`src/common/dma_controller_pkg.sv`:
```
// Register map, field layout and state encoding of the channel 0 mode control
package dma_controller_pkg;
	// Word indices; the byte address is four times the index
	localparam logic [5:0] IDX_SRC = 6'h20;
	localparam logic [5:0] IDX_DST = 6'h21;
	localparam logic [5:0] IDX_CNT = 6'h22;
	localparam logic [5:0] IDX_EN = 6'h30;
	localparam logic [5:0] IDX_MODE = 6'h31;
	localparam logic [5:0] IDX_DMA_WAIT_CTRL_REG = 6'h32;
	// channel0_mode_reg fields
	localparam int MD_DST_HI = 5;
	localparam int MD_DST_LO = 4;
	localparam int MD_SRC_HI = 3;
	localparam int MD_SRC_LO = 2;
	localparam int MD_TIM = 1;
	localparam logic [7:0] MODE_MASK = 8'h3e;
	localparam logic [7:0] MODE_RST = 8'h00;
	// dma_wait_ctrl_reg fields
	localparam int DC_MWI_HI = 7;
	localparam int DC_MWI_LO = 6;
	localparam int DC_IWI_HI = 5;
	localparam int DC_IWI_LO = 4;
	localparam int DC_DMS1 = 3;
	localparam int DC_DMS0 = 2;
	localparam int DC_DIM_HI = 1;
	localparam int DC_DIM_LO = 0;
	localparam logic [7:0] DMA_WAIT_CTRL_REG_RST = 8'hf0;
	// Enable register fields
	localparam int EN_DE0 = 6;
	localparam int EN_DWE1 = 5;
	localparam int EN_DWE0 = 4;
	localparam int EN_DME = 0;
	// Source and destination kinds
	localparam logic [1:0] KIND_INC = 2'h0;
	localparam logic [1:0] KIND_DEC = 2'h1;
	localparam logic [1:0] KIND_FIX = 2'h2;
	localparam logic [1:0] KIND_IO = 2'h3;
	localparam int AW = 20;
	localparam int CW = 16;
	typedef enum logic [1:0] {
		RD_IDLE = 2'h0,
		RD_READ = 2'h1,
		RD_DRAIN = 2'h3,
		RD_STEAL = 2'h2
	} rd_state_t;
endpackage

```
`src/design/dma_ch0_ctrl.sv`:
```
// Channel 0 transfer-mode control: registers, pacing, wait states, byte mover
//
// Implementation choice: the Avalon-MM slave port.
`timescale 1ns/10ps
module dma_ch0_ctrl
	import dma_controller_pkg::*;
(
	input wire logic clock, // 25 MHz system clock
	input wire logic rst_n, // Async reset, active low
	input wire logic [7:0] address, // Avalon byte address
	input wire logic read, // Avalon read
	input wire logic write, // Avalon write
	input wire logic [31:0] writedata, // Avalon write data
	input wire logic [3:0] byteenable, // Avalon byte lanes
	output logic [31:0] readdata, // Avalon read data
	output logic waitrequest, // Avalon wait
	input wire logic request_in_0, // Channel 0 request pin
	input wire logic request_in_1, // Channel 1 request pin
	input wire logic nmi, // Non-maskable interrupt pin
	input wire logic cpu_cycle_start, // CPU access begins
	input wire logic cpu_cycle_io, // That CPU access is I/O
	output logic cpu_wait, // Stretch the CPU access
	output logic bus_own, // DMA owns the system bus
	output logic rd_strobe, // Source access active
	output logic [19:0] rd_addr, // Source address
	output logic rd_io, // Source is I/O space
	input wire logic [7:0] rd_data, // Source byte
	output logic wr_strobe, // Destination access active
	output logic [19:0] wr_addr, // Destination address
	output logic wr_io, // Destination is I/O space
	output logic [7:0] wr_data, // Destination byte
	input wire logic wr_ready, // Destination can accept
	output logic ch1_request, // Channel 1 request seen
	output logic ch1_mem_to_io // Channel 1 direction
);
	logic [31:0] readdata_r;
	logic waitrequest_r;
	logic [7:0] mode_r, dma_wait_ctrl_reg_r;
	logic [AW-1:0] src_r, dst_r, src_nxt, dst_nxt;
	logic [CW-1:0] cnt_r, cnt_nxt;
	logic de0_r, de0_nxt, dme_r, dme_nxt;
	rd_state_t st_r, st_nxt;
	logic [1:0] rcnt_r, wcnt_r, ccnt_r, ccnt_nxt;
	logic wr_busy_r, wr_busy_nxt;
	logic [7:0] buf_q [2];
	logic [1:0] occ_r;
	logic req0_q1, req0_q2, req0_q3, req0_pend_r;
	logic req1_q1, req1_q2, req1_q3;
	logic nmi_q1, nmi_q2, nmi_q3;
	logic cpu_wait_r, bus_own_r, rd_strobe_r, rd_io_r, wr_strobe_r, wr_io_r;
	logic [AW-1:0] rd_addr_r, wr_addr_r;
	logic [7:0] wr_data_r;
	logic ch1_request_r, ch1_mem_to_io_r;
	logic [7:0] en_rd;

	function automatic logic [31:0] merge(input logic [31:0] o, input logic [31:0] w,
		input logic [3:0] be);
		logic [31:0] r;
		r = o;
		for (int i = 0; i < 4; i++) begin
			if (be[i]) begin
				r[8*i +: 8] = w[8*i +: 8];
			end
		end
		return r;
	endfunction

	function automatic logic [AW-1:0] step(input logic [AW-1:0] a, input logic [1:0] k);
		logic [AW-1:0] r;
		r = a;
		if (k == KIND_INC) begin
			r = a + 20'h1;
		end else if (k == KIND_DEC) begin
			r = a - 20'h1;
		end
		return r;
	endfunction

	// Register decode
	wire [5:0] idx = address[7:2];
	wire bus_wr = write & ~waitrequest_r;
	wire sel_src = idx == IDX_SRC;
	wire sel_dst = idx == IDX_DST;
	wire sel_cnt = idx == IDX_CNT;
	wire sel_en = idx == IDX_EN;
	wire sel_mode = idx == IDX_MODE;
	wire sel_dma_wait_ctrl_reg = idx == IDX_DMA_WAIT_CTRL_REG;
	wire ack_nxt = (read | write) & waitrequest_r;

	// Mode decode
	wire [1:0] dkind = mode_r[MD_DST_HI:MD_DST_LO];
	wire [1:0] skind = mode_r[MD_SRC_HI:MD_SRC_LO];
	wire mode_bad = dkind[1] & skind[1];
	wire io_mode = (dkind == KIND_IO) | (skind == KIND_IO);
	wire burst = ~io_mode & mode_r[MD_TIM];
	wire cyc_steal = ~io_mode & ~mode_r[MD_TIM];
	wire run = de0_r & dme_r;
	wire [1:0] mwi = dma_wait_ctrl_reg_r[DC_MWI_HI:DC_MWI_LO];
	wire [1:0] iwi = dma_wait_ctrl_reg_r[DC_IWI_HI:DC_IWI_LO];
	wire [1:0] rd_wait = (skind == KIND_IO) ? iwi : mwi;
	wire [1:0] wr_wait = (dkind == KIND_IO) ? iwi : mwi;

	// Request sense
	wire req0_edge = req0_q2 & ~req0_q3;
	wire req1_edge = req1_q2 & ~req1_q3;
	wire nmi_edge = nmi_q2 & ~nmi_q3;
	wire req0_ok = dma_wait_ctrl_reg_r[DC_DMS0] ? req0_pend_r : req0_q2;
	wire pace_ok = io_mode ? req0_ok : 1'b1;

	// Two-entry buffer between source reads and destination writes
	wire buf_in_ready = occ_r != 2'h2;
	wire buf_out_valid = occ_r != 2'h0;
	wire buf_out_ready = ~wr_busy_r & wr_ready;
	wire [1:0] pending = occ_r + {1'b0, wr_busy_r};
	// Reads run ahead of writes only as far as the count allows
	wire more = cnt_r > CW'(pending);
	wire rd_start = (st_r == RD_IDLE) & run & ~mode_bad & more & pace_ok & buf_in_ready;
	wire rd_done = (st_r == RD_READ) & (rcnt_r == 2'h0);
	wire buf_in_valid = rd_done;
	wire wr_start = buf_out_valid & buf_out_ready;
	wire wr_done = wr_busy_r & (wcnt_r == 2'h0);
	wire sw_de0 = bus_wr & sel_en & byteenable[0] & ~writedata[EN_DWE0];
	wire last_byte = wr_done & (cnt_r == CW'(1));

	always_comb begin
		st_nxt = st_r;
		unique case (st_r)
			RD_IDLE: begin
				if (rd_start) begin
					st_nxt = RD_READ;
				end
			end
			RD_READ: begin
				if (rd_done) begin
					st_nxt = cyc_steal ? RD_DRAIN : RD_IDLE;
				end
			end
			RD_DRAIN: begin
				if (occ_r == 2'h0 && !wr_busy_r) begin
					st_nxt = RD_STEAL;
				end
			end
			RD_STEAL: begin
				st_nxt = RD_IDLE;
			end
		endcase
	end

	assign wr_busy_nxt = wr_start | (wr_busy_r & ~wr_done);
	// Burst holds the bus between bytes; a stolen cycle always releases it
	wire burst_hold = burst & run & ~mode_bad & (cnt_r != '0);
	wire own_nxt = (st_nxt != RD_STEAL)
		& ((st_nxt == RD_READ) | (st_nxt == RD_DRAIN) | wr_busy_nxt | burst_hold);

	// Software writes win over the byte mover in the same cycle
	assign src_nxt = (bus_wr && sel_src) ? AW'(merge(32'(src_r), writedata, byteenable))
		: rd_done ? step(src_r, skind) : src_r;
	assign dst_nxt = (bus_wr && sel_dst) ? AW'(merge(32'(dst_r), writedata, byteenable))
		: wr_done ? step(dst_r, dkind) : dst_r;
	assign cnt_nxt = (bus_wr && sel_cnt) ? CW'(merge(32'(cnt_r), writedata, byteenable))
		: wr_done ? cnt_r - CW'(1) : cnt_r;
	// A software set of the enable wins over the terminal-count clear
	assign de0_nxt = sw_de0 ? writedata[EN_DE0] : (de0_r & ~last_byte);
	assign dme_nxt = (sw_de0 & writedata[EN_DE0]) | (dme_r & ~nmi_edge);
	assign ccnt_nxt = cpu_cycle_start ? (cpu_cycle_io ? iwi : mwi)
		: (ccnt_r != 2'h0) ? ccnt_r - 2'h1 : 2'h0;

	always_comb begin
		en_rd = 8'h00;
		en_rd[EN_DE0] = de0_r;
		en_rd[EN_DWE1] = 1'b1;
		en_rd[EN_DWE0] = 1'b1;
		en_rd[EN_DME] = dme_r;
	end

	wire [31:0] rd_mux = sel_src ? 32'(src_r) : sel_dst ? 32'(dst_r)
		: sel_cnt ? 32'(cnt_r) : sel_en ? 32'(en_rd)
		: sel_mode ? 32'(mode_r & MODE_MASK) : sel_dma_wait_ctrl_reg ? 32'(dma_wait_ctrl_reg_r) : 32'h0;

	always_ff @(posedge clock or negedge rst_n) begin
		if (!rst_n) begin
			waitrequest_r <= 1'b1;
			readdata_r <= 32'h0;
		end else begin
			waitrequest_r <= ~ack_nxt;
			readdata_r <= (ack_nxt & read) ? rd_mux : 32'h0;
		end
	end

	always_ff @(posedge clock or negedge rst_n) begin
		if (!rst_n) begin
			mode_r <= MODE_RST;
			dma_wait_ctrl_reg_r <= DMA_WAIT_CTRL_REG_RST;
		end else if (bus_wr && byteenable[0]) begin
			if (sel_mode) begin
				mode_r <= writedata[7:0] & MODE_MASK;
			end
			if (sel_dma_wait_ctrl_reg) begin
				dma_wait_ctrl_reg_r <= writedata[7:0];
			end
		end
	end

	always_ff @(posedge clock or negedge rst_n) begin
		if (!rst_n) begin
			src_r <= '0;
			dst_r <= '0;
			cnt_r <= '0;
			de0_r <= 1'b0;
			dme_r <= 1'b0;
		end else begin
			src_r <= src_nxt;
			dst_r <= dst_nxt;
			cnt_r <= cnt_nxt;
			de0_r <= de0_nxt;
			dme_r <= dme_nxt;
		end
	end

	// Pins from outside pass two flops before edge detection
	always_ff @(posedge clock or negedge rst_n) begin
		if (!rst_n) begin
			{req0_q1, req0_q2, req0_q3} <= 3'h0;
			{req1_q1, req1_q2, req1_q3} <= 3'h0;
			{nmi_q1, nmi_q2, nmi_q3} <= 3'h0;
			req0_pend_r <= 1'b0;
		end else begin
			{req0_q1, req0_q2, req0_q3} <= {request_in_0, req0_q1, req0_q2};
			{req1_q1, req1_q2, req1_q3} <= {request_in_1, req1_q1, req1_q2};
			{nmi_q1, nmi_q2, nmi_q3} <= {nmi, nmi_q1, nmi_q2};
			req0_pend_r <= req0_edge | (req0_pend_r & ~rd_start);
		end
	end

	always_ff @(posedge clock or negedge rst_n) begin
		if (!rst_n) begin
			st_r <= RD_IDLE;
			rcnt_r <= 2'h0;
			rd_strobe_r <= 1'b0;
			rd_addr_r <= '0;
			rd_io_r <= 1'b0;
			bus_own_r <= 1'b0;
		end else begin
			st_r <= st_nxt;
			rd_strobe_r <= st_nxt == RD_READ;
			bus_own_r <= own_nxt;
			if (rd_start) begin
				rcnt_r <= rd_wait;
				rd_addr_r <= src_r;
				rd_io_r <= skind == KIND_IO;
			end else if (rcnt_r != 2'h0) begin
				rcnt_r <= rcnt_r - 2'h1;
			end
		end
	end

	// Buffer storage: entry 0 is always the oldest byte
	always_ff @(posedge clock or negedge rst_n) begin
		if (!rst_n) begin
			occ_r <= 2'h0;
			buf_q[0] <= 8'h00;
			buf_q[1] <= 8'h00;
		end else begin
			occ_r <= occ_r + {1'b0, buf_in_valid} - {1'b0, wr_start};
			if (wr_start) begin
				buf_q[0] <= (buf_in_valid && occ_r == 2'h1) ? rd_data : buf_q[1];
				if (buf_in_valid && occ_r == 2'h2) begin
					buf_q[1] <= rd_data;
				end
			end else if (buf_in_valid) begin
				buf_q[occ_r[0]] <= rd_data;
			end
		end
	end

	always_ff @(posedge clock or negedge rst_n) begin
		if (!rst_n) begin
			wr_busy_r <= 1'b0;
			wcnt_r <= 2'h0;
			wr_strobe_r <= 1'b0;
			wr_addr_r <= '0;
			wr_io_r <= 1'b0;
			wr_data_r <= 8'h00;
		end else begin
			wr_busy_r <= wr_busy_nxt;
			wr_strobe_r <= wr_busy_nxt;
			if (wr_start) begin
				wcnt_r <= wr_wait;
				wr_addr_r <= dst_r;
				wr_io_r <= dkind == KIND_IO;
				wr_data_r <= buf_q[0];
			end else if (wcnt_r != 2'h0) begin
				wcnt_r <= wcnt_r - 2'h1;
			end
		end
	end

	always_ff @(posedge clock or negedge rst_n) begin
		if (!rst_n) begin
			ccnt_r <= 2'h0;
			cpu_wait_r <= 1'b0;
			ch1_request_r <= 1'b0;
			ch1_mem_to_io_r <= 1'b1;
		end else begin
			ccnt_r <= ccnt_nxt;
			cpu_wait_r <= ccnt_nxt != 2'h0;
			ch1_request_r <= dma_wait_ctrl_reg_r[DC_DMS1] ? req1_edge : req1_q2;
			// Channel 1 has no memory-to-memory code at all
			ch1_mem_to_io_r <= ~dma_wait_ctrl_reg_r[DC_DIM_HI];
		end
	end

	assign readdata = readdata_r;
	assign waitrequest = waitrequest_r;
	assign cpu_wait = cpu_wait_r;
	assign bus_own = bus_own_r;
	assign rd_strobe = rd_strobe_r;
	assign rd_addr = rd_addr_r;
	assign rd_io = rd_io_r;
	assign wr_strobe = wr_strobe_r;
	assign wr_addr = wr_addr_r;
	assign wr_io = wr_io_r;
	assign wr_data = wr_data_r;
	assign ch1_request = ch1_request_r;
	assign ch1_mem_to_io = ch1_mem_to_io_r;
endmodule

```
`config.mk`:
```
export PLATFORM = sky130hd
export DESIGN_NAME = dma_ch0_ctrl
export DESIGN_NICKNAME = d
export VERILOG_FILES = /design/src/common/dma_controller_pkg.sv /design/src/design/dma_ch0_ctrl.sv
export SDC_FILE = /design/constraint.sdc
export NUM_CORES = 1
export LEC_CHECK = 0
export BUFFER_PORTS_ARGS = -buffer_cell sky130_fd_sc_hd__buf_2
export CAP_MARGIN = 10
export CORE_MARGIN = 4
export CORE_UTILIZATION = 50
export DETAILED_ROUTE_END_ITERATION = 8
export GPL_ROUTABILITY_DRIVEN = 0
export HOLD_SLACK_MARGIN = 0.12
export PLACE_DENSITY = 0.71
export SYNTH_ARGS = -nofsm -noshare
export SYNTH_HDL_FRONTEND = slang
export SYNTH_SLANG_ARGS = --single-unit
```
`constraint.sdc`:
```
create_clock -name clock -period 7.2 [get_ports clock]
set_input_delay 0.72 -clock clock [delete_from_list [all_inputs] [get_ports clock]]
set_output_delay 0.72 -clock clock [all_outputs]
set_load 0.05 [all_outputs]
```
==> results.cfg <==
[clock_network]
path_clk_slew_ns = 0.07
post_cts_resized = 0
cts_tree = built
clockBufferDepth = 2
postCtsSetupBuffers = 0
cts_buffers = 17
hold_buffers = 0
cts.sinks = 184
cts_root_buf = clkbuf_16
clkLatencyLatePin_ns = 0.44
h-tree-depth = 4

[timing]
holdWs_ns = 0.349
rsz0062_at_grt = false
fin_crit_sh_pct = 51.2
worst_slack_ns = 3.51
maxSlewHeadroom_pct = 23.0
worst_pin_slew_ns = 1.16
hold_viol = 0
fmax_mhz = 271
tns_ns = 0
fin_crit_ns = 3.69
setup_viol = 0
slew_violations = 0
finClkSkew_ns = 0.00859

[route]
totalWireLength_um = 26700
first_iter_violations = 616
dr.pass1.iters = 5
dr_total_vias = 8458
ant_nets = 0
via_per_inst = 5.75
drc = 0
drt-wirelength-per-cell_um = 18.2

[worst_setup_path]
worstSetupPathType = reg -> reg
critPathRequiredTime_ns = 7.50
slowest_delay_ns = 0.58
r2r_slack_ns = 3.51
reg2reg_from = mode_r[3]$_DFFE_PN0P_
critPathBufInv = 1
start_kind = flop
reg2reg_to = src_r[17]$_DFFE_PN0P_
crit_slowest_cell = inv_1
reg2regPathDepth = 10
end_kind = flop
path_common_cell = a2111oi_0
worstPathCellList = nor2_1 -> inv_1 -> ha_1 -> and3_1 -> a221o_1 -> o21ai_1 -> a2111oi_0 -> a2111oi_0 -> xor2_1 -> a21oi_1
worstPathMaxFanout = 20
cp_data_arrival_time_ns = 3.98
critical-path-top-delay-family = compound AO/OA/AOI/OAI gates

[grt]
grt_pass1_vias = 7901
grtUsageTotal_pct = 23.6
grt_pass1_wl_um = 42500
grt_max_degree = 112
gr-total-overflow = 0
antenna_found_initial = 0

[placed_design]
io_buffer_count = 123
dpl.hpwl_um = 19700
place_ws_ns = 3.56
place_area_um2 = 11000

[synth]
syn-cell-area_um2 = 10200
synth_edf_count = 0
yosysSeqAreaShare_pct = 45.0
yosysWarnings = 0
synthMostInstantiatedCell = dfrtp_1
synth_common_cells = dfrtp_1, nand2_1, nor2_1
syn_inst = 1077
ys.flop_type = dfrtp_1
ys_top_cells_by_area = dfrtp_1, nand2_1, ha_1
async_flop_share_pct = 100
yosys.cell_types.count = 71
synth_top_area_share_pct = 43.5
syn_avg_cell_area_um2 = 9.51
synth-seq-cells = 184
synth_top_cell_by_area = dfrtp_1

[floorplanning]
start_util_pct = 50.8
fp-row-count = 52
die_h_um = 151
die_w_um = 151
io_pins = 151
core-area_um2 = 20200
die_area_um2 = 22800

[final_layout]
register_area_um2 = 4610
drive_above_1_share_pct = 20.1
multi_input_area_um2 = 5280
stdcell_area_um2 = 11600
layout.nets = 1296
fill_cells = 1827
area_growth_pct = 13.2

[job]
maxCapViolCount = 0

[pwr]
switchingPower_w = 0.00210
p_total_w = 0.00467
swShare_pct = 44.9
ir_worst_vdd_mv = 0.193
p_clk_share_pct = 18.9
p_per_area_nw_per_um2 = 403
power_frac_comb_pct = 46.1
leakage_nw = 5.42
p_int_w = 0.00257
seqPwrFrac_pct = 35.0

[run_status]
status = complete, no violations

[worst_hold_path]
min_path_type = in -> async
## final cells by class
class / count / share of cell area, %
multi-input cells: 818 / 45.6
flip-flops and latches: 184 / 39.8
repair buffers: 132 / 5.97
clock buffers: 17 / 3.67
well taps: 270 / 2.91
inverters: 33 / 1.07
clock inverters: 15 / 1.04
diodes: 1 / 0.0216
## power groups by stage
stage | Combinational, W | Sequential, W | Clock, W
after floorplan | 0.00139 | 0.00187 | 0
after global routing | 0.00239 | 0.00167 | 0.000943
final | 0.00215 | 0.00163 | 0.000882
after detailed placement | 0.00214 | 0.00164 | 0
after global placement | 0.00209 | 0.00164 | 0
after CTS | 0.00215 | 0.00163 | 0.000901
## registers in the layout (all words and copies together) (netlist names), 5 cells and up
register / flops
dma_wait_ctrl_reg_r: 8
readdata: 20
wr_addr: 20
mode_r: 5
cnt_r: 16
wr_data: 8
dst_r: 20
rd_addr: 20
src_r: 20
buf_q: 16
## cells by family after synthesis
| logic type | Yosys count | share of synthesized area, % |
|---|---|---|
| xor+xnor | 34 | 2.91 |
| buf+inv | 86 | 3.96 |
| simple gates | 380 | 17.2 |
| compound gates | 276 | 17.6 |
| mux | 68 | 7.32 |
| other cells | 1 | 0.0366 |
| fa+ha+maj | 48 | 6.01 |
| flops | 184 | 45.0 |
## metal layers
layer | vias to the layer above | part of all wire, % | GRT usage, %
li1 | 4073 | - | -
met5 | - | 0 | 0
met1 | 4074 | 46 | 34.1
met3 | 36 | 5.7 | 3.83
met2 | 275 | 46 | 37.0
met4 | 0 | 1.7 | 6.75
## per-stage QoR
step,util [%],instances
2_1_floorplan,-,1088
5_1_grt,57.5,1469
6_report,57.5,1470
3_3_place_gp,54.8,1437
4_1_cts,57.5,1469
3_5_place_dp,54.8,1437
## placed cells by master, fill, tap and decap left out, drive strengths merged, types with 11 or more instances in the layout
| cell type | instances |
|---|---|
| a211oi | 12 |
| a21o | 14 |
| a21oi | 83 |
| a221oi | 11 |
| a222oi | 11 |
| a31oi | 12 |
| buf | 131 |
| clkbuf | 18 |
| conb | 12 |
| dfrtp | 178 |
| ha | 46 |
| inv | 39 |
| mux2 | 49 |
| mux2i | 19 |
| nand2 | 166 |
| nand3 | 24 |
| nor2 | 102 |
| nor3 | 21 |
| o21ai | 56 |
| o22ai | 12 |
| xnor2 | 21 |
| xor2 | 13 |
## worst max-delay path by stage
| stage | to | slack, ns | start | cells after the start |
|---|---|---|---|---|
| after detailed placement | dst_r[18]$_DFFE_PN0P_ | 3.56 | mode_r[5]$_DFFE_PN0P_ | 10 |
| after CTS | dst_r[18]$_DFFE_PN0P_ | 3.56 | mode_r[5]$_DFFE_PN0P_ | 10 |
| final | src_r[17]$_DFFE_PN0P_ | 3.51 | mode_r[3]$_DFFE_PN0P_ | 10 |
| after floorplan | src_r[15]$_DFFE_PN0P_ | 4.17 | mode_r[3]$_DFFE_PN0P_ | 11 |
| after global placement | dst_r[18]$_DFFE_PN0P_ | 3.53 | mode_r[5]$_DFFE_PN0P_ | 10 |
| after global routing | src_r[17]$_DFFE_PN0P_ | 3.26 | mode_r[3]$_DFFE_PN0P_ | 10 |
Note: power is estimated with default switching activity, not from simulation.
